==> src/logic/t1pec_pkg.sv <==
// Package of constants and types for the T1 performance error counters
package t1pec_pkg;

    // Register indices; byte address is four times the index
    localparam logic [7:0] IDX_LCV_HI   = 8'h50;
    localparam logic [7:0] IDX_LCV_LO   = 8'h51;
    localparam logic [7:0] IDX_PCV_HI   = 8'h52;
    localparam logic [7:0] IDX_PCV_LO   = 8'h53;
    localparam logic [7:0] IDX_SYNC_HI  = 8'h54;
    localparam logic [7:0] IDX_SYNC_LO  = 8'h55;
    localparam logic [7:0] IDX_CONFIG   = 8'h86;
    localparam logic [7:0] IDX_LINECFG  = 8'h87;

    localparam int         ADDR_W       = 12;

    // error_counter_config fields
    localparam int BIT_COUNT_EXCESS_ZEROS   = 0;
    localparam int BIT_SYNC_FUNC_SELECT     = 1;
    localparam int BIT_SIG_FRAME_ERR_EN     = 2;
    localparam int BIT_ACCUM_MODE_SELECT    = 3;
    localparam int BIT_UPDATE_INTERVAL_SEL  = 4;
    localparam int BIT_MANUAL_UPDATE_TRIG   = 5;
    localparam int BIT_MANUAL_SOURCE_SEL    = 6;
    localparam int BIT_ONE_SECOND_SRC_SEL   = 7;
    localparam logic [7:0] CONFIG_RESET     = 8'h00;

    // line_config fields
    localparam int BIT_E1_MODE              = 0;
    localparam int BIT_B8ZS_ENABLE          = 1;
    localparam int BIT_ESF_MODE             = 2;
    localparam int BIT_GLOBAL_LATCH         = 3;
    localparam logic [7:0] LINECFG_RESET    = 8'h00;

    localparam logic [15:0] COUNT_RESET     = 16'h0000;

    // Timing
    localparam longint CLK_HZ               = 50_000_000;
    localparam longint ONE_SECOND_MS        = 1000;
    localparam longint ONE_SECOND_CYCLES    = CLK_HZ / 1000 * ONE_SECOND_MS;
    localparam int     SHORT_T1_FRAMES      = 336;
    localparam int     SHORT_E1_FRAMES      = 500;
    localparam int     ZERO_RUN_PLAIN       = 16;
    localparam int     ZERO_RUN_B8ZS        = 8;
    localparam int     MANUAL_WAIT_US       = 250;

    localparam logic [1:0] RESP_OKAY        = 2'b00;
    localparam logic [1:0] RESP_SLVERR      = 2'b10;

    // Decoded events from the receive framer, one clock each except the receiveSyncLost level and the bitIsZero value
    typedef struct packed {
        logic bitValid;
        logic bitIsZero;
        logic bipolarViolation;
        logic inB8zsCodeword;
        logic frameTick;
        logic multiframeEnd;
        logic ftError;
        logic fsError;
        logic crcError;
        logic fpsError;
        logic receiveSyncLost;
    } t1pec_events_t;

endpackage

==> src/logic/t1pec_counters.sv <==
// T1 performance error counters with AXI4-Lite register access
// Summary of operation
// (RULE1) T1: interval bit 0 latches each second, 1 latches every 336 frames.
// (RULE2) E1: interval bit 0 latches each second, 1 latches every 500 frames.
// (RULE3) Manual mode: rising manual trigger bit latches counts and clears counters in the same cycle.
// (RULE4) Host waits at least 250 us after a manual update before reading counts.
// (RULE5) Manual source select picks local trigger bit or the global latch bit.
// (RULE6) One-second source select picks own timer or the first framer's second.
// (RULE7) Line counter counts bipolar violations, optionally excess zeros; B8ZS codewords excluded.
// (RULE8) Line counter keeps counting during loss of synchronization.
// (RULE9) Excess zeros mean 16 zeros without B8ZS, 8 zeros with B8ZS.
// (RULE10) Line count is 16 bits: high byte at index 50h, low at 51h.
// (RULE11) Path counter counts CRC6 errors in ESF, terminal framing errors in D4.
// (RULE12) D4 with signalling error enable also counts signalling framing errors.
// (RULE13) Path counter stops during loss of synchronization.
// (RULE14) Path count is 16 bits in two bytes; low byte at index 53h.
// (RULE15) Sync count mode: one count per multiframe spent out of sync, always.
// (RULE16) Framing-bit mode: count Ft errors in D4, FRAMING_PATTERN_SEQUENCE errors in ESF; not while lost.
// (RULE17) Sync count is 16 bits: high byte at index 54h, low at 55h.
// (RULE18) Line counter saturates; path and sync counters wrap.
// (RULE19) Accumulation mode 0 is timed update, 1 is manual update.
// (RULE20) Timed latch also copies counts and restarts counters in the same cycle.
// (RULE21) Latched bytes stay stable between latch events.
`timescale 1ns/1ps
`default_nettype none

module t1pec_counters
    import t1pec_pkg::*;
#(
    parameter longint SECOND_CYCLES = ONE_SECOND_CYCLES
) (
    // Clock, reset, enable
    input  wire logic                clk,
    input  wire logic                arst_n,
    input  wire logic                ce,
    // Receive framer events and shared one-second reference
    input  wire t1pec_events_t       events,
    input  wire logic                firstFramerSecond,
    // AXI4-Lite write address and data
    input  wire logic                s_axi_awvalid,
    output logic                     s_axi_awready,
    input  wire logic [ADDR_W-1:0]   s_axi_awaddr,
    input  wire logic                s_axi_wvalid,
    output logic                     s_axi_wready,
    input  wire logic [31:0]         s_axi_wdata,
    input  wire logic [3:0]          s_axi_wstrb,
    // AXI4-Lite write response
    output logic                     s_axi_bvalid,
    input  wire logic                s_axi_bready,
    output logic [1:0]               s_axi_bresp,
    // AXI4-Lite read
    input  wire logic                s_axi_arvalid,
    output logic                     s_axi_arready,
    input  wire logic [ADDR_W-1:0]   s_axi_araddr,
    output logic                     s_axi_rvalid,
    input  wire logic                s_axi_rready,
    output logic [31:0]              s_axi_rdata,
    output logic [1:0]               s_axi_rresp,
    // Own one-second tick, for sharing with other framers
    output logic                     oneSecondTick
);

    logic [7:0]  errorCounterConfig;
    logic [7:0]  lineConfig;
    logic [15:0] lineCodeErrCount;
    logic [15:0] pathErrCount;
    logic [15:0] syncLossCount;
    logic [15:0] lineCodeErrRun;
    logic [15:0] pathErrRun;
    logic [15:0] syncLossRun;
    logic [31:0] secondCounter;
    logic [8:0]  frameCounter;
    logic [4:0]  zeroRun;
    logic        manualTrigPrev;
    logic        globalLatchPrev;
    logic        manualEdge;
    logic        latchNow;
    logic        oosSeen;

    // Configuration field aliases
    logic        countExcessZeros;
    logic        syncCountFunctionSelect;
    logic        signallingFrameErrorEnable;
    logic        accumulationModeSelect;
    logic        updateIntervalSelect;
    logic        manualSourceSelect;
    logic        oneSecondSourceSelect;
    logic        e1Mode;
    logic        b8zsEnable;
    logic        esfMode;
    logic        globalLatchBit;

    assign countExcessZeros           = errorCounterConfig[BIT_COUNT_EXCESS_ZEROS];
    assign syncCountFunctionSelect    = errorCounterConfig[BIT_SYNC_FUNC_SELECT];
    assign signallingFrameErrorEnable = errorCounterConfig[BIT_SIG_FRAME_ERR_EN];
    assign accumulationModeSelect     = errorCounterConfig[BIT_ACCUM_MODE_SELECT];
    assign updateIntervalSelect       = errorCounterConfig[BIT_UPDATE_INTERVAL_SEL];
    assign manualSourceSelect         = errorCounterConfig[BIT_MANUAL_SOURCE_SEL];
    assign oneSecondSourceSelect      = errorCounterConfig[BIT_ONE_SECOND_SRC_SEL];
    assign e1Mode                     = lineConfig[BIT_E1_MODE];
    assign b8zsEnable                 = lineConfig[BIT_B8ZS_ENABLE];
    assign esfMode                    = lineConfig[BIT_ESF_MODE];
    assign globalLatchBit             = lineConfig[BIT_GLOBAL_LATCH];

    // AXI4-Lite slave
    logic        writeFire;
    logic        readFire;
    logic [7:0]  writeIndex;
    logic [7:0]  readIndex;
    logic [7:0]  readByte;
    logic        readHit;

    assign writeFire     = s_axi_awvalid && s_axi_wvalid && !s_axi_bvalid;
    assign s_axi_awready = writeFire;
    assign s_axi_wready  = writeFire;
    assign readFire      = s_axi_arvalid && !s_axi_rvalid;
    assign s_axi_arready = readFire;
    assign writeIndex    = s_axi_awaddr[9:2];
    assign readIndex     = s_axi_araddr[9:2];

    always_comb begin
        readHit  = 1'b1;
        readByte = 8'h00;
        case (readIndex)
            IDX_LCV_HI:  readByte = lineCodeErrCount[15:8];   // [RULE10]
            IDX_LCV_LO:  readByte = lineCodeErrCount[7:0];    // [RULE10]
            IDX_PCV_HI:  readByte = pathErrCount[15:8];       // [RULE14]
            IDX_PCV_LO:  readByte = pathErrCount[7:0];        // [RULE14]
            IDX_SYNC_HI: readByte = syncLossCount[15:8];      // [RULE17]
            IDX_SYNC_LO: readByte = syncLossCount[7:0];       // [RULE17]
            IDX_CONFIG:  readByte = errorCounterConfig;
            IDX_LINECFG: readByte = lineConfig;
            default:     readHit  = 1'b0;
        endcase
        if (s_axi_araddr[ADDR_W-1:10] != '0 || s_axi_araddr[1:0] != 2'b00) begin
            readHit = 1'b0;
        end
    end

    always_ff @(posedge clk or negedge arst_n) begin
        if (!arst_n) begin
            s_axi_bvalid <= 1'b0;
            s_axi_bresp  <= RESP_OKAY;
        end else if (ce) begin
            if (writeFire) begin
                s_axi_bvalid <= 1'b1;
                if (s_axi_awaddr[ADDR_W-1:10] == '0 && s_axi_awaddr[1:0] == 2'b00
                    && (writeIndex == IDX_CONFIG || writeIndex == IDX_LINECFG
                        || (writeIndex >= IDX_LCV_HI && writeIndex <= IDX_SYNC_LO))) begin
                    s_axi_bresp <= RESP_OKAY;
                end else begin
                    s_axi_bresp <= RESP_SLVERR;
                end
            end else if (s_axi_bready) begin
                s_axi_bvalid <= 1'b0;
            end
        end
    end

    always_ff @(posedge clk or negedge arst_n) begin
        if (!arst_n) begin
            s_axi_rvalid <= 1'b0;
            s_axi_rdata  <= 32'h00000000;
            s_axi_rresp  <= RESP_OKAY;
        end else if (ce) begin
            if (readFire) begin
                s_axi_rvalid <= 1'b1;
                // Refused reads return zero data
                s_axi_rdata  <= readHit ? {24'h000000, readByte} : 32'h00000000;
                s_axi_rresp  <= readHit ? RESP_OKAY : RESP_SLVERR;
            end else if (s_axi_rready) begin
                s_axi_rvalid <= 1'b0;
            end
        end
    end

    // Configuration registers; count registers ignore writes
    always_ff @(posedge clk or negedge arst_n) begin
        if (!arst_n) begin
            errorCounterConfig <= CONFIG_RESET;
            lineConfig         <= LINECFG_RESET;
        end else if (ce) begin
            if (writeFire && s_axi_wstrb[0] && s_axi_awaddr[ADDR_W-1:10] == '0
                && s_axi_awaddr[1:0] == 2'b00) begin
                if (writeIndex == IDX_CONFIG) begin
                    errorCounterConfig <= s_axi_wdata[7:0];
                end
                if (writeIndex == IDX_LINECFG) begin
                    lineConfig <= s_axi_wdata[7:0];
                end
            end
        end
    end

    // Latch timing
    always_ff @(posedge clk or negedge arst_n) begin
        if (!arst_n) begin
            secondCounter <= 32'h00000000;
            oneSecondTick <= 1'b0;
        end else if (ce) begin
            if (secondCounter >= 32'(SECOND_CYCLES - 1)) begin
                secondCounter <= 32'h00000000;
                oneSecondTick <= 1'b1;
            end else begin
                secondCounter <= secondCounter + 32'h00000001;
                oneSecondTick <= 1'b0;
            end
        end
    end

    // Short interval counted in received frames
    logic        frameIntervalDone;
    logic [8:0]  frameLimit;

    assign frameLimit = e1Mode ? 9'(SHORT_E1_FRAMES - 1) : 9'(SHORT_T1_FRAMES - 1);
    assign frameIntervalDone = events.frameTick && frameCounter >= frameLimit; // [RULE1] [RULE2]

    always_ff @(posedge clk or negedge arst_n) begin
        if (!arst_n) begin
            frameCounter <= 9'h000;
        end else if (ce) begin
            if (frameIntervalDone) begin
                frameCounter <= 9'h000;
            end else if (events.frameTick) begin
                frameCounter <= frameCounter + 9'h001;
            end
        end
    end

    // Rising edges of the selected manual trigger
    always_ff @(posedge clk or negedge arst_n) begin
        if (!arst_n) begin
            manualTrigPrev  <= 1'b0;
            globalLatchPrev <= 1'b0;
            manualEdge      <= 1'b0;
        end else if (ce) begin
            manualTrigPrev  <= errorCounterConfig[BIT_MANUAL_UPDATE_TRIG];
            globalLatchPrev <= globalLatchBit;
            manualEdge      <= manualSourceSelect                                  // [RULE5]
                ? (globalLatchBit && !globalLatchPrev)
                : (errorCounterConfig[BIT_MANUAL_UPDATE_TRIG] && !manualTrigPrev); // [RULE3]
        end
    end

    logic secondRef;

    assign secondRef = oneSecondSourceSelect ? firstFramerSecond : oneSecondTick; // [RULE6]

    always_comb begin
        if (accumulationModeSelect) begin                                  // [RULE19]
            latchNow = manualEdge;                                         // [RULE3]
        end else if (updateIntervalSelect) begin
            latchNow = frameIntervalDone;                                  // [RULE1] [RULE2]
        end else begin
            latchNow = secondRef;                                          // [RULE1] [RULE2]
        end
    end

    // Event qualification
    logic [4:0]  zeroLimit;
    logic        excessZeroHit;
    logic        lineEvent;
    logic        pathEvent;
    logic        syncEvent;

    assign zeroLimit = b8zsEnable ? 5'(ZERO_RUN_B8ZS) : 5'(ZERO_RUN_PLAIN); // [RULE9]
    assign excessZeroHit = events.bitValid && events.bitIsZero
                           && (zeroRun == zeroLimit - 5'd1);

    always_ff @(posedge clk or negedge arst_n) begin
        if (!arst_n) begin
            zeroRun <= 5'd0;
        end else if (ce) begin
            if (events.bitValid) begin
                if (!events.bitIsZero || excessZeroHit) begin
                    zeroRun <= 5'd0;
                end else begin
                    zeroRun <= zeroRun + 5'd1;
                end
            end
        end
    end

    // Line events count regardless of sync state
    assign lineEvent = (events.bipolarViolation
                        && !(b8zsEnable && events.inB8zsCodeword))          // [RULE7] [RULE8]
                       || (countExcessZeros && excessZeroHit);              // [RULE9]

    assign pathEvent = !events.receiveSyncLost                             // [RULE13]
        && (esfMode ? events.crcError                                      // [RULE11]
                    : (events.ftError
                       || (signallingFrameErrorEnable && events.fsError))); // [RULE12]

    // Multiframe out-of-sync tracking
    always_ff @(posedge clk or negedge arst_n) begin
        if (!arst_n) begin
            oosSeen <= 1'b0;
        end else if (ce) begin
            if (events.multiframeEnd) begin
                oosSeen <= 1'b0;
            end else if (events.receiveSyncLost) begin
                oosSeen <= 1'b1;
            end
        end
    end

    assign syncEvent = syncCountFunctionSelect
        ? (events.multiframeEnd && (oosSeen || events.receiveSyncLost))    // [RULE15]
        : (!events.receiveSyncLost
           && (esfMode ? events.fpsError : events.ftError));               // [RULE16]

    // Running counters and latched copies
    logic [15:0] next_lineRun;
    logic [15:0] next_pathRun;
    logic [15:0] next_syncRun;

    always_comb begin
        next_lineRun = lineCodeErrRun;
        if (lineEvent && lineCodeErrRun != 16'hffff) begin                 // [RULE18]
            next_lineRun = lineCodeErrRun + 16'h0001;
        end
        next_pathRun = pathErrRun + {15'h0000, pathEvent};                 // [RULE18]
        next_syncRun = syncLossRun + {15'h0000, syncEvent};                // [RULE18]
    end

    always_ff @(posedge clk or negedge arst_n) begin
        if (!arst_n) begin
            lineCodeErrRun <= COUNT_RESET;
            pathErrRun     <= COUNT_RESET;
            syncLossRun    <= COUNT_RESET;
        end else if (ce) begin
            if (latchNow) begin                                            // [RULE20]
                lineCodeErrRun <= {15'h0000, lineEvent};
                pathErrRun     <= {15'h0000, pathEvent};
                syncLossRun    <= {15'h0000, syncEvent};
            end else begin
                lineCodeErrRun <= next_lineRun;
                pathErrRun     <= next_pathRun;
                syncLossRun    <= next_syncRun;
            end
        end
    end

    // Readable copies change only on a latch event
    always_ff @(posedge clk or negedge arst_n) begin
        if (!arst_n) begin
            lineCodeErrCount <= COUNT_RESET;
            pathErrCount     <= COUNT_RESET;
            syncLossCount    <= COUNT_RESET;
        end else if (ce) begin
            if (latchNow) begin                                            // [RULE21] [RULE3]
                lineCodeErrCount <= lineCodeErrRun;
                pathErrCount     <= pathErrRun;
                syncLossCount    <= syncLossRun;
            end
        end
    end

endmodule

`default_nettype wire

==> config.mk <==
export PLATFORM = sky130hd
export DESIGN_NAME = t1pec_counters
export DESIGN_NICKNAME = d
export VERILOG_FILES = /design/src/logic/t1pec_pkg.sv /design/src/logic/t1pec_counters.sv
export SDC_FILE = /design/constraint.sdc
export NUM_CORES = 1
export LEC_CHECK = 0
export BUFFER_PORTS_ARGS = -buffer_cell sky130_fd_sc_hd__buf_2
export CORE_UTILIZATION = 39
export CTS_CLUSTER_SIZE = 16
export DETAILED_ROUTE_END_ITERATION = 8
export PLACE_DENSITY_LB_ADDON = 0.25
export SETUP_SLACK_MARGIN = 0.5
export SYNTH_ARGS = -nofsm -noshare
export SYNTH_HDL_FRONTEND = slang
export SYNTH_SLANG_ARGS = --single-unit
export TNS_END_PERCENT = 10
==> constraint.sdc <==
create_clock -name clk -period 4.6 [get_ports clk]
set_input_delay 0.92 -clock clk [delete_from_list [all_inputs] [get_ports clk]]
set_output_delay 0.92 -clock clk [all_outputs]
set_load 0.02 [all_outputs]
==> report_table.html, run 1 <==
<table>
<tr><th>Metric</th><th>Value</th></tr>
<tr><th colspan="2">Outcome</th></tr>
<tr><td>Status</td><td>finished with violations</td></tr>
<tr><td>Violated checks</td><td>design-rule violations</td></tr>
<tr><th colspan="2">Global routing</th></tr>
<tr><td>Wire length of the first global-routing pass</td><td>between 30000 and 40000 um</td></tr>
<tr><td>Total global-route track usage</td><td>between 10% and 20%</td></tr>
<tr><td>Overall overflow remaining after global route</td><td>0</td></tr>
<tr><td>Number of antenna violations at the first check in global routing</td><td>0</td></tr>
<tr><td>Largest net degree at the start of global routing</td><td>~100</td></tr>
<tr><td>Via count of the first global-routing pass</td><td>around 6200</td></tr>
<tr><th colspan="2">Logic synthesis</th></tr>
<tr><td>Post-synthesis area per instance</td><td>10.8 um^2</td></tr>
<tr><td>Share of the synthesized area in the top cell type</td><td>49.7%</td></tr>
<tr><td>Dominant cell type by area after synthesis</td><td>dfrtp_1</td></tr>
<tr><td>Yosys warns</td><td>0</td></tr>
<tr><td>Number of unique standard cell types used by synthesis</td><td>67</td></tr>
<tr><td>Async S/R FF share, synth</td><td>100%</td></tr>
<tr><td>Post-synthesis cell area</td><td>just under 9000 um^2</td></tr>
<tr><td>Main flop type after synthesis</td><td>dfrtp_1</td></tr>
<tr><td>Number of instances in the synthesized netlist</td><td>between 800 and 900</td></tr>
<tr><td>Most common cell in the netlist</td><td>dfrtp_1</td></tr>
<tr><td>List of most frequent post-synthesis cells</td><td>dfrtp_1 (175), nor2_1 (75), nand2_1 (66)</td></tr>
<tr><td>Cell types with the largest area share after synthesis</td><td>dfrtp_1 (50%), mux2_2 (7.5%), xor2_1 (3.7%)</td></tr>
<tr><td>Share of the yosys chip area belonging to registers</td><td>between 40% and 50%</td></tr>
<tr><td>Number of synthesized register bits</td><td>~180</td></tr>
<tr><td>Number of flops mapped to enable cells by yosys</td><td>0</td></tr>
<tr><th colspan="2">Clock tree</th></tr>
<tr><td>TritonCTS clock tree</td><td>done</td></tr>
<tr><td>Cell at the root of the clock tree</td><td>clkbuf_16</td></tr>
<tr><td>Post CTS Setup Buffer Count</td><td>0</td></tr>
<tr><td>Later-pin clock latency in the skew report</td><td>0.43 ns</td></tr>
<tr><td>Hold_buf cts</td><td>0</td></tr>
<tr><td>Number of buffers inserted during clock tree synthesis</td><td>17</td></tr>
<tr><td>Clk sinks</td><td>175</td></tr>
<tr><td>Deepest clock path buffer count</td><td>2</td></tr>
<tr><td>Clk pin slew, worst setup/hold paths</td><td>around 0.07 ns</td></tr>
<tr><td>Post-CTS resize count</td><td>0</td></tr>
<tr><td>Deepest level of the CTS H-tree</td><td>4</td></tr>
<tr><th colspan="2">Die</th></tr>
<tr><td>Standard cell core area</td><td>22000 um^2</td></tr>
<tr><td>IO Pins</td><td>122</td></tr>
<tr><td>Floorplan die width</td><td>152 um</td></tr>
<tr><td>FP Rows</td><td>54</td></tr>
<tr><td>Area enclosed by the die boundary</td><td>~23000 um^2</td></tr>
<tr><td>Die height</td><td>152 um</td></tr>
<tr><td>Starting Density</td><td>40.1%</td></tr>
<tr><th colspan="2">Routing</th></tr>
<tr><td>Total via count in the routed design</td><td>6233</td></tr>
<tr><td>Antenna Nets Post-Route</td><td>0</td></tr>
<tr><td>Iter 0 DRT Violations</td><td>362</td></tr>
<tr><td>Post-DR vias/cell</td><td>5.34</td></tr>
<tr><td>Total Wirelength</td><td>approximately 20000 um</td></tr>
<tr><td>TritonRoute pass-1 iters</td><td>7</td></tr>
<tr><td>Per-cell routed wire length</td><td>between 15 and 20 um</td></tr>
<tr><td>Drc violations</td><td>8</td></tr>
<tr><th colspan="2">Min path</th></tr>
<tr><td>Hold Crit Class</td><td>flip-flop to flip-flop</td></tr>
<tr><th colspan="2">Placement</th></tr>
<tr><td>Port Buf Inserts</td><td>slightly below 70</td></tr>
<tr><td>Number of cells in the design after placement</td><td>1136</td></tr>
<tr><td>Final weighted congestion in routability-driven placement</td><td>roughly 0.8</td></tr>
<tr><td>Post-DP HPWL</td><td>around 14000 um</td></tr>
<tr><td>Worst setup slack before clock tree synthesis</td><td>between 1 and 1.5 ns</td></tr>
<tr><th colspan="2">Power</th></tr>
<tr><td>Worst ir drop on vdd</td><td>around 0.22 mV</td></tr>
<tr><td>Total power after layout</td><td>approximately 0.0036 W</td></tr>
<tr><td>Power density over the cells</td><td>between 300 and 400 nW/um^2</td></tr>
<tr><td>Cell leakage power</td><td>4.69 nW</td></tr>
<tr><th colspan="2">STA</th></tr>
<tr><td>Final critical-path required period</td><td>2.88 ns</td></tr>
<tr><td>Final cycle utilization of the critical path</td><td>between 60% and 70%</td></tr>
<tr><td>Number of endpoints with negative hold slack in the final report</td><td>0</td></tr>
<tr><td>Worst-margin pin slew</td><td>1.07 ns</td></tr>
<tr><td>Final Skew</td><td>0.0129 ns</td></tr>
<tr><td>Setup repair after global routing missed its margin</td><td>false</td></tr>
<tr><td>Post-route setup TNS</td><td>0 ns</td></tr>
<tr><td>Final WS setup</td><td>1.72 ns</td></tr>
<tr><td>Relative slew slack</td><td>between 20 and 30%</td></tr>
<tr><td>Final setup fails</td><td>0</td></tr>
<tr><td>Number of slew-limit violations in the final report</td><td>0</td></tr>
<tr><td>Worst hold slack across all endpoints</td><td>between 0.4 and 0.5 ns</td></tr>
<tr><td>Highest attainable clock frequency</td><td>347 MHz</td></tr>
<tr><th colspan="2">Worst setup path</th></tr>
<tr><td>Worst Setup Start Kind</td><td>flip-flop</td></tr>
<tr><td>Capturing element type of the critical path</td><td>flip-flop</td></tr>
<tr><td>Series of cell instances along the critical path</td><td>inv_1, ha_1, a31o_1, a41o_1, o211ai_4, buf_12, mux2_2</td></tr>
<tr><td>WS Path Type</td><td>flip-flop to flip-flop</td></tr>
<tr><td>Crit path required time</td><td>around 4.9 ns</td></tr>
<tr><td>Highest fanout seen on the critical path</td><td>46</td></tr>
<tr><td>Delay of the slowest cell on the worst path</td><td>a little under 0.7 ns</td></tr>
<tr><td>CP arrival</td><td>3.19 ns</td></tr>
<tr><td>Standard cell with the maximum stage delay on the critical path</td><td>o211ai_4</td></tr>
<tr><td>Top Family by Delay on Critical Path</td><td>compound AO/OA/AOI/OAI gates</td></tr>
<tr><td>Buf/Inv on CP</td><td>2</td></tr>
<tr><th colspan="2">Run</th></tr>
<tr><td># Max-Cap Violations</td><td>0</td></tr>
<tr><th colspan="2">Final layout</th></tr>
<tr><td>Nets@finish</td><td>968</td></tr>
<tr><td>Layout Area Growth over Synthesis</td><td>12.3%</td></tr>
<tr><td>Layout cells sized above 1</td><td>between 20% and 30%</td></tr>
<tr><td>Post-route non-filler standard cell count</td><td>1168</td></tr>
<tr><td>Number of diodes</td><td>0</td></tr>
</table>
==> layout make-up <==
class | count | area, um^2
well taps | 280 | 350
flip-flops and latches | 175 | 4380
clock buffers | 18 | 429
inverters | 15 | 56.3
multi-input cells | 591 | 4110
clock inverters | 14 | 143
repair buffers | 75 | 424
fillers | 2036 | 12100
==> layout by cell type, fill, tap and decap left out, drive strengths merged, types with 3 or more instances in the layout <==
cell | netlist | final
o2bb2ai | 8 | 8
a31oi | 3 | 3
clkbuf | 9 | 18
nor3 | 16 | 16
clkinv | 1 | 3
mux2i | 16 | 16
nand3 | 42 | 42
a21o | 5 | 5
nand2 | 66 | 66
nor4 | 8 | 8
o221ai | 8 | 8
a22oi | 4 | 4
ha | 13 | 13
and3 | 20 | 20
nor2b | 8 | 8
buf | 49 | 75
nand4 | 18 | 18
inv | 14 | 23
o31ai | 12 | 12
o211ai | 8 | 8
o21ai | 30 | 30
nor2 | 75 | 75
and4 | 10 | 10
mux2 | 60 | 60
conb | 1 | 26
nand4b | 6 | 6
xnor2 | 13 | 13
a21oi | 21 | 21
and2 | 6 | 6
mux4 | 8 | 8
nand2b | 4 | 4
xor2 | 37 | 37
dfrtp | 175 | 175
nand3b | 3 | 3
a22o | 13 | 13
==> state kept, by name, indices dropped and copies added, names as in the netlist <==
name and flops:
pathErrCount 16, manualTrigPrev 1, lineCodeErrCount 16, s_axi_bresp 1, syncLossRun 16, lineCodeErrRun 16, frameCounter 9, oosSeen 1
oneSecondTick 1, s_axi_rresp 1, globalLatchPrev 1, errorCounterConfig 8, s_axi_rvalid 1, manualEdge 1, s_axi_rdata 8, s_axi_bvalid 1
zeroRun 5, pathErrRun 16, syncLossCount 16, lineConfig 8, secondCounter 32
==> routing by layer <==
metal  share of wire, %  global-route usage [%]
met1                 50                    26.5
met2                 45                    27.7
met3                3.4                    3.36
met4                1.2                    5.10
met5                  0                       0
==> kinds of logic after synthesis <==
kind of cell / synth area share, %
AO/OA/AOI/OAI: 10.1
XOR/XNOR: 4.97
adder cells (fa/ha/maj): 1.85
buffers and inverters: 4.80
flip-flops: 49.7
multiplexers: 11.5
other: 0.0426
AND/OR/NAND/NOR: 17.0
==> report_power, final <==
group          total (W)  internal (W)  switching [W]
Combinational   0.000370      0.000156       0.000214
Sequential       0.00179       0.00165       0.000138
Clock            0.00143      0.000766       0.000662
Total            0.00359       0.00257        0.00101
==> final timing paths <==
check | slack (ns) | startpoint | endpoint | cells after the start
worst max-delay path | 1.72 | lineConfig[0] | lineCodeErrCount[1] | 7
worst min-delay path | 0.48 | syncLossCount[3] | syncLossCount[3] | 2
worst max register to register | 1.72 | lineConfig[0] | lineCodeErrCount[1] | 7
worst min register to register | 0.48 | syncLossCount[3] | syncLossCount[3] | 2
max in group asynchronous | 3.11 | arst_n | syncLossCount[14] | 2
min in group asynchronous | 0.60 | arst_n | zeroRun[0] | 1
==> through the flow <==
step	util [%]	instance area (um^2)
floorplan	-	8900
global placement	42.4	9320
detailed placement	42.4	9320
CTS	45.0	9890
global route	45.0	9890
finish	45.0	9890
==> worst reg2reg max path, stage by stage, from the launching register on <==
cell,delay [ns]
dfrtp_1,0.41
inv_1,0.11
ha_1,0.30
a31o_1,0.23
a41o_1,0.30
o211ai_4,0.69
buf_12,0.32
mux2_2,0.39
Power figures use the tool's default switching activity.
==> inputs of run 2 (changes only) <==
==> constraint.sdc (replaced) <==
create_clock -name clk -period 2.54 [get_ports clk]
set_input_delay 0.508 -clock clk [delete_from_list [all_inputs] [get_ports clk]]
set_output_delay 0.508 -clock clk [all_outputs]
set_load 0.02 [all_outputs]
==> run 2 against run 1 <==
Compared with the run above:
- the run still ends with design-rule violations left
- global-route usage increased by 0.44 points
- worst setup slack worse by 1.5 ns
- largest cell class unchanged
- critical path depth is 2 higher
- highest routed layer unchanged
==> report_table.html, run 2 (same netlist as run 1, synthesis figures left out) <==
<table>
<tr><th>Metric</th><th>Value</th></tr>
<tr><th colspan="2">Outcome</th></tr>
<tr><td>Status</td><td>finished with violations</td></tr>
<tr><td>Violated checks</td><td>design-rule violations</td></tr>
<tr><th colspan="2">Global routing</th></tr>
<tr><td>Wire length of the first global-routing pass</td><td>33900 um (+1.3%)</td></tr>
<tr><td>Total global-route track usage</td><td>18.7% (+0.44 points)</td></tr>
<tr><td>Via count of the first global-routing pass</td><td>6209 (+0.76%)</td></tr>
<tr><td>Number of antenna violations at the first check in global routing</td><td>0 (unchanged)</td></tr>
<tr><td>Overall overflow remaining after global route</td><td>0 (unchanged)</td></tr>
<tr><td>Largest net degree at the start of global routing</td><td>58 (-43%)</td></tr>
<tr><th colspan="2">Clock tree</th></tr>
<tr><td>Later-pin clock latency in the skew report</td><td>0.43 ns (about the same)</td></tr>
<tr><td>Number of buffers inserted during clock tree synthesis</td><td>17 (unchanged)</td></tr>
<tr><td>Hold_buf cts</td><td>0 (unchanged)</td></tr>
<tr><td>Deepest level of the CTS H-tree</td><td>4 (unchanged)</td></tr>
<tr><td>Cell at the root of the clock tree</td><td>clkbuf_16</td></tr>
<tr><td>Clk pin slew, worst setup/hold paths</td><td>0.07 ns (about the same)</td></tr>
<tr><td>TritonCTS clock tree</td><td>done</td></tr>
<tr><td>Deepest clock path buffer count</td><td>2 (unchanged)</td></tr>
<tr><td>Clk sinks</td><td>175 (unchanged)</td></tr>
<tr><th colspan="2">Die</th></tr>
<tr><td>Standard cell core area</td><td>22000 um^2 (unchanged)</td></tr>
<tr><td>IO Pins</td><td>122 (unchanged)</td></tr>
<tr><td>Area enclosed by the die boundary</td><td>23200 um^2 (unchanged)</td></tr>
<tr><td>Floorplan die width</td><td>152 um (unchanged)</td></tr>
<tr><td>Die height</td><td>152 um (unchanged)</td></tr>
<tr><td>Starting Density</td><td>40.1% (unchanged)</td></tr>
<tr><td>FP Rows</td><td>54 (unchanged)</td></tr>
<tr><th colspan="2">Final layout</th></tr>
<tr><td>Max FFs per register</td><td>32 (unchanged)</td></tr>
<tr><td>Number of diodes</td><td>0 (unchanged)</td></tr>
<tr><td>Top reg by flops</td><td>secondCounter</td></tr>
<tr><td>Layout cells sized above 1</td><td>28.0% (+7.0 points)</td></tr>
<tr><td>Layout Area Growth over Synthesis</td><td>20.1%</td></tr>
<tr><td>Fill cell total of the finished layout</td><td>2021 (-0.74%)</td></tr>
<tr><td>Nets@finish</td><td>1017 (+5.1%)</td></tr>
<tr><td>Commonest cells after routing, fill and taps aside</td><td>dfrtp_1 (172), nor2_1 (71), buf_2 (67), nand2_1 (66), mux2_2 (59)</td></tr>
<tr><td>Most common cell after layout, fill and taps aside</td><td>dfrtp_1</td></tr>
<tr><th colspan="2">STA</th></tr>
<tr><td>Number of endpoints with negative hold slack in the final report</td><td>0 (unchanged)</td></tr>
<tr><td>Highest attainable clock frequency</td><td>434 MHz (+25%)</td></tr>
<tr><td>Setup repair after global routing missed its margin</td><td>true</td></tr>
<tr><td>Post-route setup TNS</td><td>0 ns (unchanged)</td></tr>
<tr><td>Final setup fails</td><td>0 (unchanged)</td></tr>
<tr><td>Number of slew-limit violations in the final report</td><td>0 (unchanged)</td></tr>
<tr><td>Worst hold slack across all endpoints</td><td>0.0458 ns (-0.436 ns)</td></tr>
<tr><td>Final critical-path required period</td><td>2.30 ns (-0.576 ns)</td></tr>
<tr><td>Final Skew</td><td>0.0143 ns (+0.00135 ns)</td></tr>
<tr><td>Worst-margin pin slew</td><td>0.597 ns (-0.472 ns)</td></tr>
<tr><td>Relative slew slack</td><td>60.0% (+31 points)</td></tr>
<tr><td>Final cycle utilization of the critical path</td><td>90.7% (+28 points)</td></tr>
<tr><th colspan="2">Routing</th></tr>
<tr><td>Per-cell routed wire length</td><td>17.5 um (+3.1%)</td></tr>
<tr><td>Total Wirelength</td><td>21300 um (+7.3%)</td></tr>
<tr><td>Total via count in the routed design</td><td>6473 (+3.9%)</td></tr>
<tr><td>TritonRoute pass-1 iters</td><td>8 (+1)</td></tr>
<tr><td>Post-DR vias/cell</td><td>5.32 (-0.25%)</td></tr>
<tr><td>Drc violations</td><td>7 (-1)</td></tr>
<tr><td>Iter 0 DRT Violations</td><td>337 (-6.9%)</td></tr>
<tr><td>Antenna Nets Post-Route</td><td>0 (unchanged)</td></tr>
<tr><th colspan="2">Worst setup path</th></tr>
<tr><td>Highest fanout seen on the critical path</td><td>26 (-43%)</td></tr>
<tr><td>Startpoint of the lowest-slack register-to-register path</td><td>frameCounter[3]</td></tr>
<tr><td>CP arrival</td><td>2.61 ns (-0.58 ns)</td></tr>
<tr><td>WS Path Type</td><td>flip-flop to flip-flop</td></tr>
<tr><td>Worst Setup Start Kind</td><td>flip-flop</td></tr>
<tr><td>Capturing element type of the critical path</td><td>flip-flop</td></tr>
<tr><td>Crit path required time</td><td>2.85 ns (-2.06 ns)</td></tr>
<tr><td>First element of the critical path</td><td>frameCounter[3]</td></tr>
<tr><th colspan="2">Run</th></tr>
<tr><td># Max-Cap Violations</td><td>0 (unchanged)</td></tr>
<tr><th colspan="2">Power</th></tr>
<tr><td>Worst ir drop on vdd</td><td>0.294 mV (+35%)</td></tr>
<tr><td>Power density over the cells</td><td>627 nW/um^2 (+73%)</td></tr>
<tr><td>Cell leakage power</td><td>4.97 nW (+5.9%)</td></tr>
<tr><th colspan="2">Placement</th></tr>
<tr><td>Post-DP HPWL</td><td>14900 um (+8.0%)</td></tr>
<tr><td>Port Buf Inserts</td><td>68 (unchanged)</td></tr>
<tr><td>Final weighted congestion in routability-driven placement</td><td>0.778 (-1.9%)</td></tr>
<tr><th colspan="2">Min path</th></tr>
<tr><td>Hold Crit Class</td><td>input pin to asynchronous set/reset pin</td></tr>
</table>
-- run 2: cell count changes in the layout (fill, tap and decap cells not counted), sizes merged --
cell and delta:
inv -5, clkbuf +4, clkinv +1, buf +47
o21a +1
-- run 2: layout make-up --
cell class	instances	area, um^2	share of cell area (%)
Inverter	15	58.8	0.556
Clock inverter	10	105	0.993
Timing Repair Buffer	123	878	8.30
Sequential cell	175	4380	41.4
Tap cell	280	350	3.31
Clock buffer	21	460	4.35
Multi-Input combinational cell	592	4350	41.1
-- run 2: worst max-delay path, stage by stage (launching register included) --
cell and delay, ns:
dfrtp_2 0.45, ha_4 0.25, a21o_1 0.16, a21oi_2 0.19, a211oi_4 0.08, buf_6 0.14, o211ai_4 0.20, buf_12 0.16
buf_12 0.19, mux2_2 0.36
-- run 2: power breakdown --
group	switching, W	internal (W)	leakage [nW]
sequential	0.000288	0.00299	2.36
combinational	0.000446	0.000358	2.34
clock	0.00113	0.00142	0.272
total	0.00187	0.00477	4.97
-- run 2: metal layers --
| metal | GRT usage, % | wire [um] | vias to the layer above |
|---|---|---|---|
| met5 | 0 | 0 | - |
| met1 | 26.2 | 10400 | 3256 |
| met2 | 29.7 | 10200 | 86 |
| met3 | 3.47 | 593 | 15 |
| met4 | 4.57 | 192 | 0 |
| li1 | - | - | 3116 |
-- run 2: worst paths after layout --
check	slack (ns)	cells after the start	to
max	0.24	9	syncLossCount[15]
max reg2reg	0.24	9	syncLossCount[15]
min reg2reg	0.49	2	pathErrCount[3]
min in group clk	0.26	2	oosSeen
min	0.05	1	zeroRun[4]
max in group asynchronous	1.77	2	pathErrRun[4]
-- run 2: stage by stage --
stage	area (um^2)	total power [W]	instances	utilization, %	setup slack, ns
2_1_floorplan	8930	0.00374	839	-	0.487
3_3_place_gp	9600	0.00400	1165	43.7	0.152
3_5_place_dp	9600	0.00402	1165	43.7	0.121
4_1_cts	10200	0.00659	1196	46.3	0.281
5_1_grt	10600	0.00693	1216	48.2	0.176
6_report	10600	0.00664	1216	48.2	0.237
-- run 2: timing repair --
| action | in CTS | in global routing |
|---|---|---|
| pin swaps | 1 | 10 |
| gates cloned | 0 | 4 |
| setup buffers | 0 | 16 |
| setup endpoints to repair | 111 | 143 |
| gates resized for setup | 2 | 44 |
==> inputs of run 3 (changes only) <==
--- a/config.mk
+++ b/config.mk
@@ -6,10 +6,11 @@
 export NUM_CORES = 1
 export LEC_CHECK = 0
 export BUFFER_PORTS_ARGS = -buffer_cell sky130_fd_sc_hd__buf_2
-export CORE_UTILIZATION = 39
+export CORE_UTILIZATION = 30
 export CTS_CLUSTER_SIZE = 16
 export DETAILED_ROUTE_END_ITERATION = 8
 export PLACE_DENSITY_LB_ADDON = 0.25
+export REMOVE_ABC_BUFFERS = 1
 export SETUP_SLACK_MARGIN = 0.5
 export SYNTH_ARGS = -nofsm -noshare
 export SYNTH_HDL_FRONTEND = slang
==> run 3 against run 2 <==
Compared with the run above:
- the run now ends clean
- worst setup slack better by 0.015 ns
- hold slack improved by 0.26 ns
- utilization fell by 11 points
- die area increased by 30%
- clock-buffer cell count fell by 2
- cell area is 0.62% higher
- combinational power fell by 2.7%
- critical path type unchanged
- critical endpoint is now pathErrCount[9]
- largest power group unchanged
- highest routed layer is now met5
==> report_table.html, run 3 (same netlist as run 1, synthesis figures left out) <==
<table>
<tr><th>Metric</th><th>Value</th></tr>
<tr><th colspan="2">Global routing</th></tr>
<tr><td>Overall overflow remaining after global route</td><td>0 (unchanged)</td></tr>
<tr><td>Number of antenna violations at the first check in global routing</td><td>1 (+1)</td></tr>
<tr><td>Largest net degree at the start of global routing</td><td>63 (+8.6%)</td></tr>
<tr><td>Wire length of the first global-routing pass</td><td>34400 um (+1.3%)</td></tr>
<tr><td>Via count of the first global-routing pass</td><td>6192 (-0.27%)</td></tr>
<tr><td>Total global-route track usage</td><td>14.4% (-4.2 points)</td></tr>
<tr><td>Met3 Resource Use GR</td><td>2.57% (-0.90 points)</td></tr>
<tr><td>Grt met2 use</td><td>21.4% (-8.3 points)</td></tr>
<tr><td>Met1 track demand over resource</td><td>21.6% (-4.6 points)</td></tr>
<tr><td>Routing layer with the top usage in global route</td><td>met1</td></tr>
<tr><th colspan="2">STA</th></tr>
<tr><td>Final critical-path required period</td><td>2.29 ns (-0.0154 ns)</td></tr>
<tr><td>Final cycle utilization of the critical path</td><td>90.1% (-0.61 points)</td></tr>
<tr><td>Final setup fails</td><td>0 (unchanged)</td></tr>
<tr><td>Final Skew</td><td>0.00839 ns (-0.00591 ns)</td></tr>
<tr><td>Setup repair after global routing missed its margin</td><td>true</td></tr>
<tr><td>Post-route setup TNS</td><td>0 ns (unchanged)</td></tr>
<tr><td>Number of slew-limit violations in the final report</td><td>0 (unchanged)</td></tr>
<tr><td>Number of endpoints with negative hold slack in the final report</td><td>0 (unchanged)</td></tr>
<tr><td>Worst hold slack across all endpoints</td><td>0.310 ns (+0.265 ns)</td></tr>
<tr><td>Highest attainable clock frequency</td><td>437 MHz (+0.67%)</td></tr>
<tr><th colspan="2">Worst setup path</th></tr>
<tr><td>Buf/Inv on CP</td><td>3 (unchanged)</td></tr>
<tr><td>Capturing element type of the critical path</td><td>flip-flop</td></tr>
<tr><td>Timing endpoint of the critical path</td><td>pathErrCount[9]</td></tr>
<tr><td>Setup slack on the worst flop-to-flop path</td><td>0.25 ns (+0.02 ns)</td></tr>
<tr><td>Delay of the slowest cell on the worst path</td><td>0.46 ns (about the same)</td></tr>
<tr><td>Highest fanout seen on the critical path</td><td>12 (-54%)</td></tr>
<tr><td>Startpoint of the lowest-slack register-to-register path</td><td>lineConfig[0]</td></tr>
<tr><td>End of the worst register-to-register path</td><td>pathErrCount[9]</td></tr>
<tr><td>Worst Setup Start Kind</td><td>flip-flop</td></tr>
<tr><td>Top Family by Delay on Critical Path</td><td>compound AO/OA/AOI/OAI gates</td></tr>
<tr><td>WS Path Type</td><td>flip-flop to flip-flop</td></tr>
<tr><td>First element of the critical path</td><td>lineConfig[0]</td></tr>
<tr><td>Standard cell with the maximum stage delay on the critical path</td><td>dfrtp_2</td></tr>
<tr><td>Series of cell instances along the critical path</td><td>inv_4, ha_4, a31o_1, a41o_2, o211ai_4, buf_6, buf_12, mux2_2</td></tr>
<tr><td>Crit path required time</td><td>2.85 ns (about the same)</td></tr>
<tr><td>Stages on worst setup path</td><td>8 (-1)</td></tr>
<tr><td>CP arrival</td><td>2.60 ns (about the same)</td></tr>
<tr><td>Worst reg2reg path depth</td><td>8 (-1)</td></tr>
<tr><th colspan="2">Die</th></tr>
<tr><td>IO Pins</td><td>122 (unchanged)</td></tr>
<tr><td>Standard cell core area</td><td>28800 um^2 (+31%)</td></tr>
<tr><td>Floorplan die width</td><td>173 um (+14%)</td></tr>
<tr><td>FP Rows</td><td>62 (+15%)</td></tr>
<tr><td>Starting Density</td><td>30.6% (-9.5 points)</td></tr>
<tr><td>Die height</td><td>173 um (+14%)</td></tr>
<tr><td>Area enclosed by the die boundary</td><td>30100 um^2 (+30%)</td></tr>
<tr><th colspan="2">Placement</th></tr>
<tr><td>Port Buf Inserts</td><td>68 (unchanged)</td></tr>
<tr><td>Final weighted congestion in routability-driven placement</td><td>0.773 (-0.66%)</td></tr>
<tr><td>Post-DP HPWL</td><td>14800 um (-0.20%)</td></tr>
<tr><th colspan="2">Routing</th></tr>
<tr><td>Per-cell routed wire length</td><td>16.1 um (-8.3%)</td></tr>
<tr><td>Antenna Nets Post-Route</td><td>0 (unchanged)</td></tr>
<tr><td>Drc violations</td><td>0 (-7)</td></tr>
<tr><td>Total via count in the routed design</td><td>6404 (-1.1%)</td></tr>
<tr><td>Post-DR vias/cell</td><td>4.87 (-8.6%)</td></tr>
<tr><td>TritonRoute pass-1 iters</td><td>4 (-4)</td></tr>
<tr><td>Iter 0 DRT Violations</td><td>438 (+30%)</td></tr>
<tr><td>Total Wirelength</td><td>21200 um (-0.73%)</td></tr>
<tr><th colspan="2">Run</th></tr>
<tr><td># Max-Cap Violations</td><td>0 (unchanged)</td></tr>
<tr><th colspan="2">Power</th></tr>
<tr><td>Cell leakage power</td><td>4.98 nW (+0.19%)</td></tr>
<tr><td>Worst ir drop on vdd</td><td>0.431 mV (+47%)</td></tr>
<tr><td>Power density over the cells</td><td>624 nW/um^2 (-0.49%)</td></tr>
<tr><th colspan="2">Min path</th></tr>
<tr><td>Worst Hold Depth</td><td>2</td></tr>
<tr><td>Worst hold start</td><td>events[5]</td></tr>
<tr><td>Hold Crit Class</td><td>input pin to flip-flop</td></tr>
<tr><th colspan="2">Clock tree</th></tr>
<tr><td>Deepest level of the CTS H-tree</td><td>4 (unchanged)</td></tr>
<tr><td>Cell at the root of the clock tree</td><td>clkbuf_16</td></tr>
<tr><td>Number of buffers inserted during clock tree synthesis</td><td>17 (unchanged)</td></tr>
<tr><td>Clk sinks</td><td>175 (unchanged)</td></tr>
<tr><td>Deepest clock path buffer count</td><td>2 (unchanged)</td></tr>
<tr><td>Clk pin slew, worst setup/hold paths</td><td>0.07 ns (about the same)</td></tr>
<tr><td>Later-pin clock latency in the skew report</td><td>0.42 ns (about the same)</td></tr>
<tr><td>TritonCTS clock tree</td><td>done</td></tr>
<tr><th colspan="2">Outcome</th></tr>
<tr><td>Status</td><td>complete, no violations</td></tr>
<tr><th colspan="2">Final layout</th></tr>
<tr><td>Layout Area Growth over Synthesis</td><td>20.9%</td></tr>
<tr><td>Number of diodes</td><td>0 (unchanged)</td></tr>
<tr><td>Post-layout utilization of the core</td><td>37.0% (-11 points)</td></tr>
<tr><td>Commonest cells after routing, fill and taps aside</td><td>dfrtp_1 (174), nor2_1 (73), buf_2 (67), nand2_1 (66), mux2_2 (59)</td></tr>
<tr><td>Nets@finish</td><td>1013 (-0.39%)</td></tr>
<tr><td>Top reg by flops</td><td>secondCounter</td></tr>
<tr><td>Max FFs per register</td><td>32 (unchanged)</td></tr>
<tr><td>Most common cell after layout, fill and taps aside</td><td>dfrtp_1</td></tr>
<tr><td>Fill cell total of the finished layout</td><td>2881 (+43%)</td></tr>
<tr><td>Layout cells sized above 1</td><td>26.7% (-1.3 points)</td></tr>
</table>
## run 3: cell count changes in the layout (fill, tap and decap cells not counted), moves of 3 or more
cell     before  now
nand3_1      36   40
ha_1          6    9
nand3_4       3    0
buf_4        42   35
## run 3: layout make-up
| class | count | area (um^2) | share of cell area (%) |
|---|---|---|---|
| Clock buffer | 19 | 443 | 4.16 |
| Inverter | 15 | 58.8 | 0.552 |
| Clock inverter | 12 | 138 | 1.29 |
| Multi-Input combinational cell | 591 | 4240 | 39.8 |
| Timing Repair Buffer | 120 | 912 | 8.57 |
| Sequential cell | 175 | 4380 | 41.1 |
| Tap cell | 384 | 480 | 4.51 |
## run 3: metal layers
metal / share of wire, % / vias up
met5: 0.061 / -
met4: 0.84 / 2
met3: 3.5 / 17
met2: 45 / 99
met1: 51 / 3183
li1: - / 3103
## run 3: metrics by stage
step	worst slack [ns]	area (um^2)	power [W]	cells
2_1_floorplan	-0.879	8540	0.00367	781
3_3_place_gp	0.0923	9700	0.00397	1266
3_5_place_dp	0.0828	9700	0.00400	1266
4_1_cts	0.240	10400	0.00664	1306
5_1_grt	0.130	10600	0.00696	1316
6_report	0.252	10600	0.00664	1316
## run 3: how the worst min path moves through the flow
stage / slack (ns) / endpoint
after floorplan: 0.21 / errorCounterConfig[0]
after global placement: 0.45 / secondCounter[30]
after detailed placement: 0.45 / secondCounter[29]
after CTS: 0.30 / oosSeen
after global routing: 0.31 / errorCounterConfig[3]
final: 0.31 / oosSeen
## run 3: report_power, final
part	total, W	internal, W	switching [W]	leakage [nW]
combinational	0.000781	0.000350	0.000431	2.35
sequential	0.00325	0.00299	0.000253	2.36
clock	0.00262	0.00148	0.00114	0.273
total	0.00664	0.00482	0.00182	4.98
## run 3: timing repair
action                     in CTS  in global routing
pin swaps                       4                  7
cloned                          2                  2
setup endpoints to repair     132                145
hold endpoints to repair        4                  0
hold buffers                    1                  0
setup buffers                   6                  8
resized for setup              10                 27
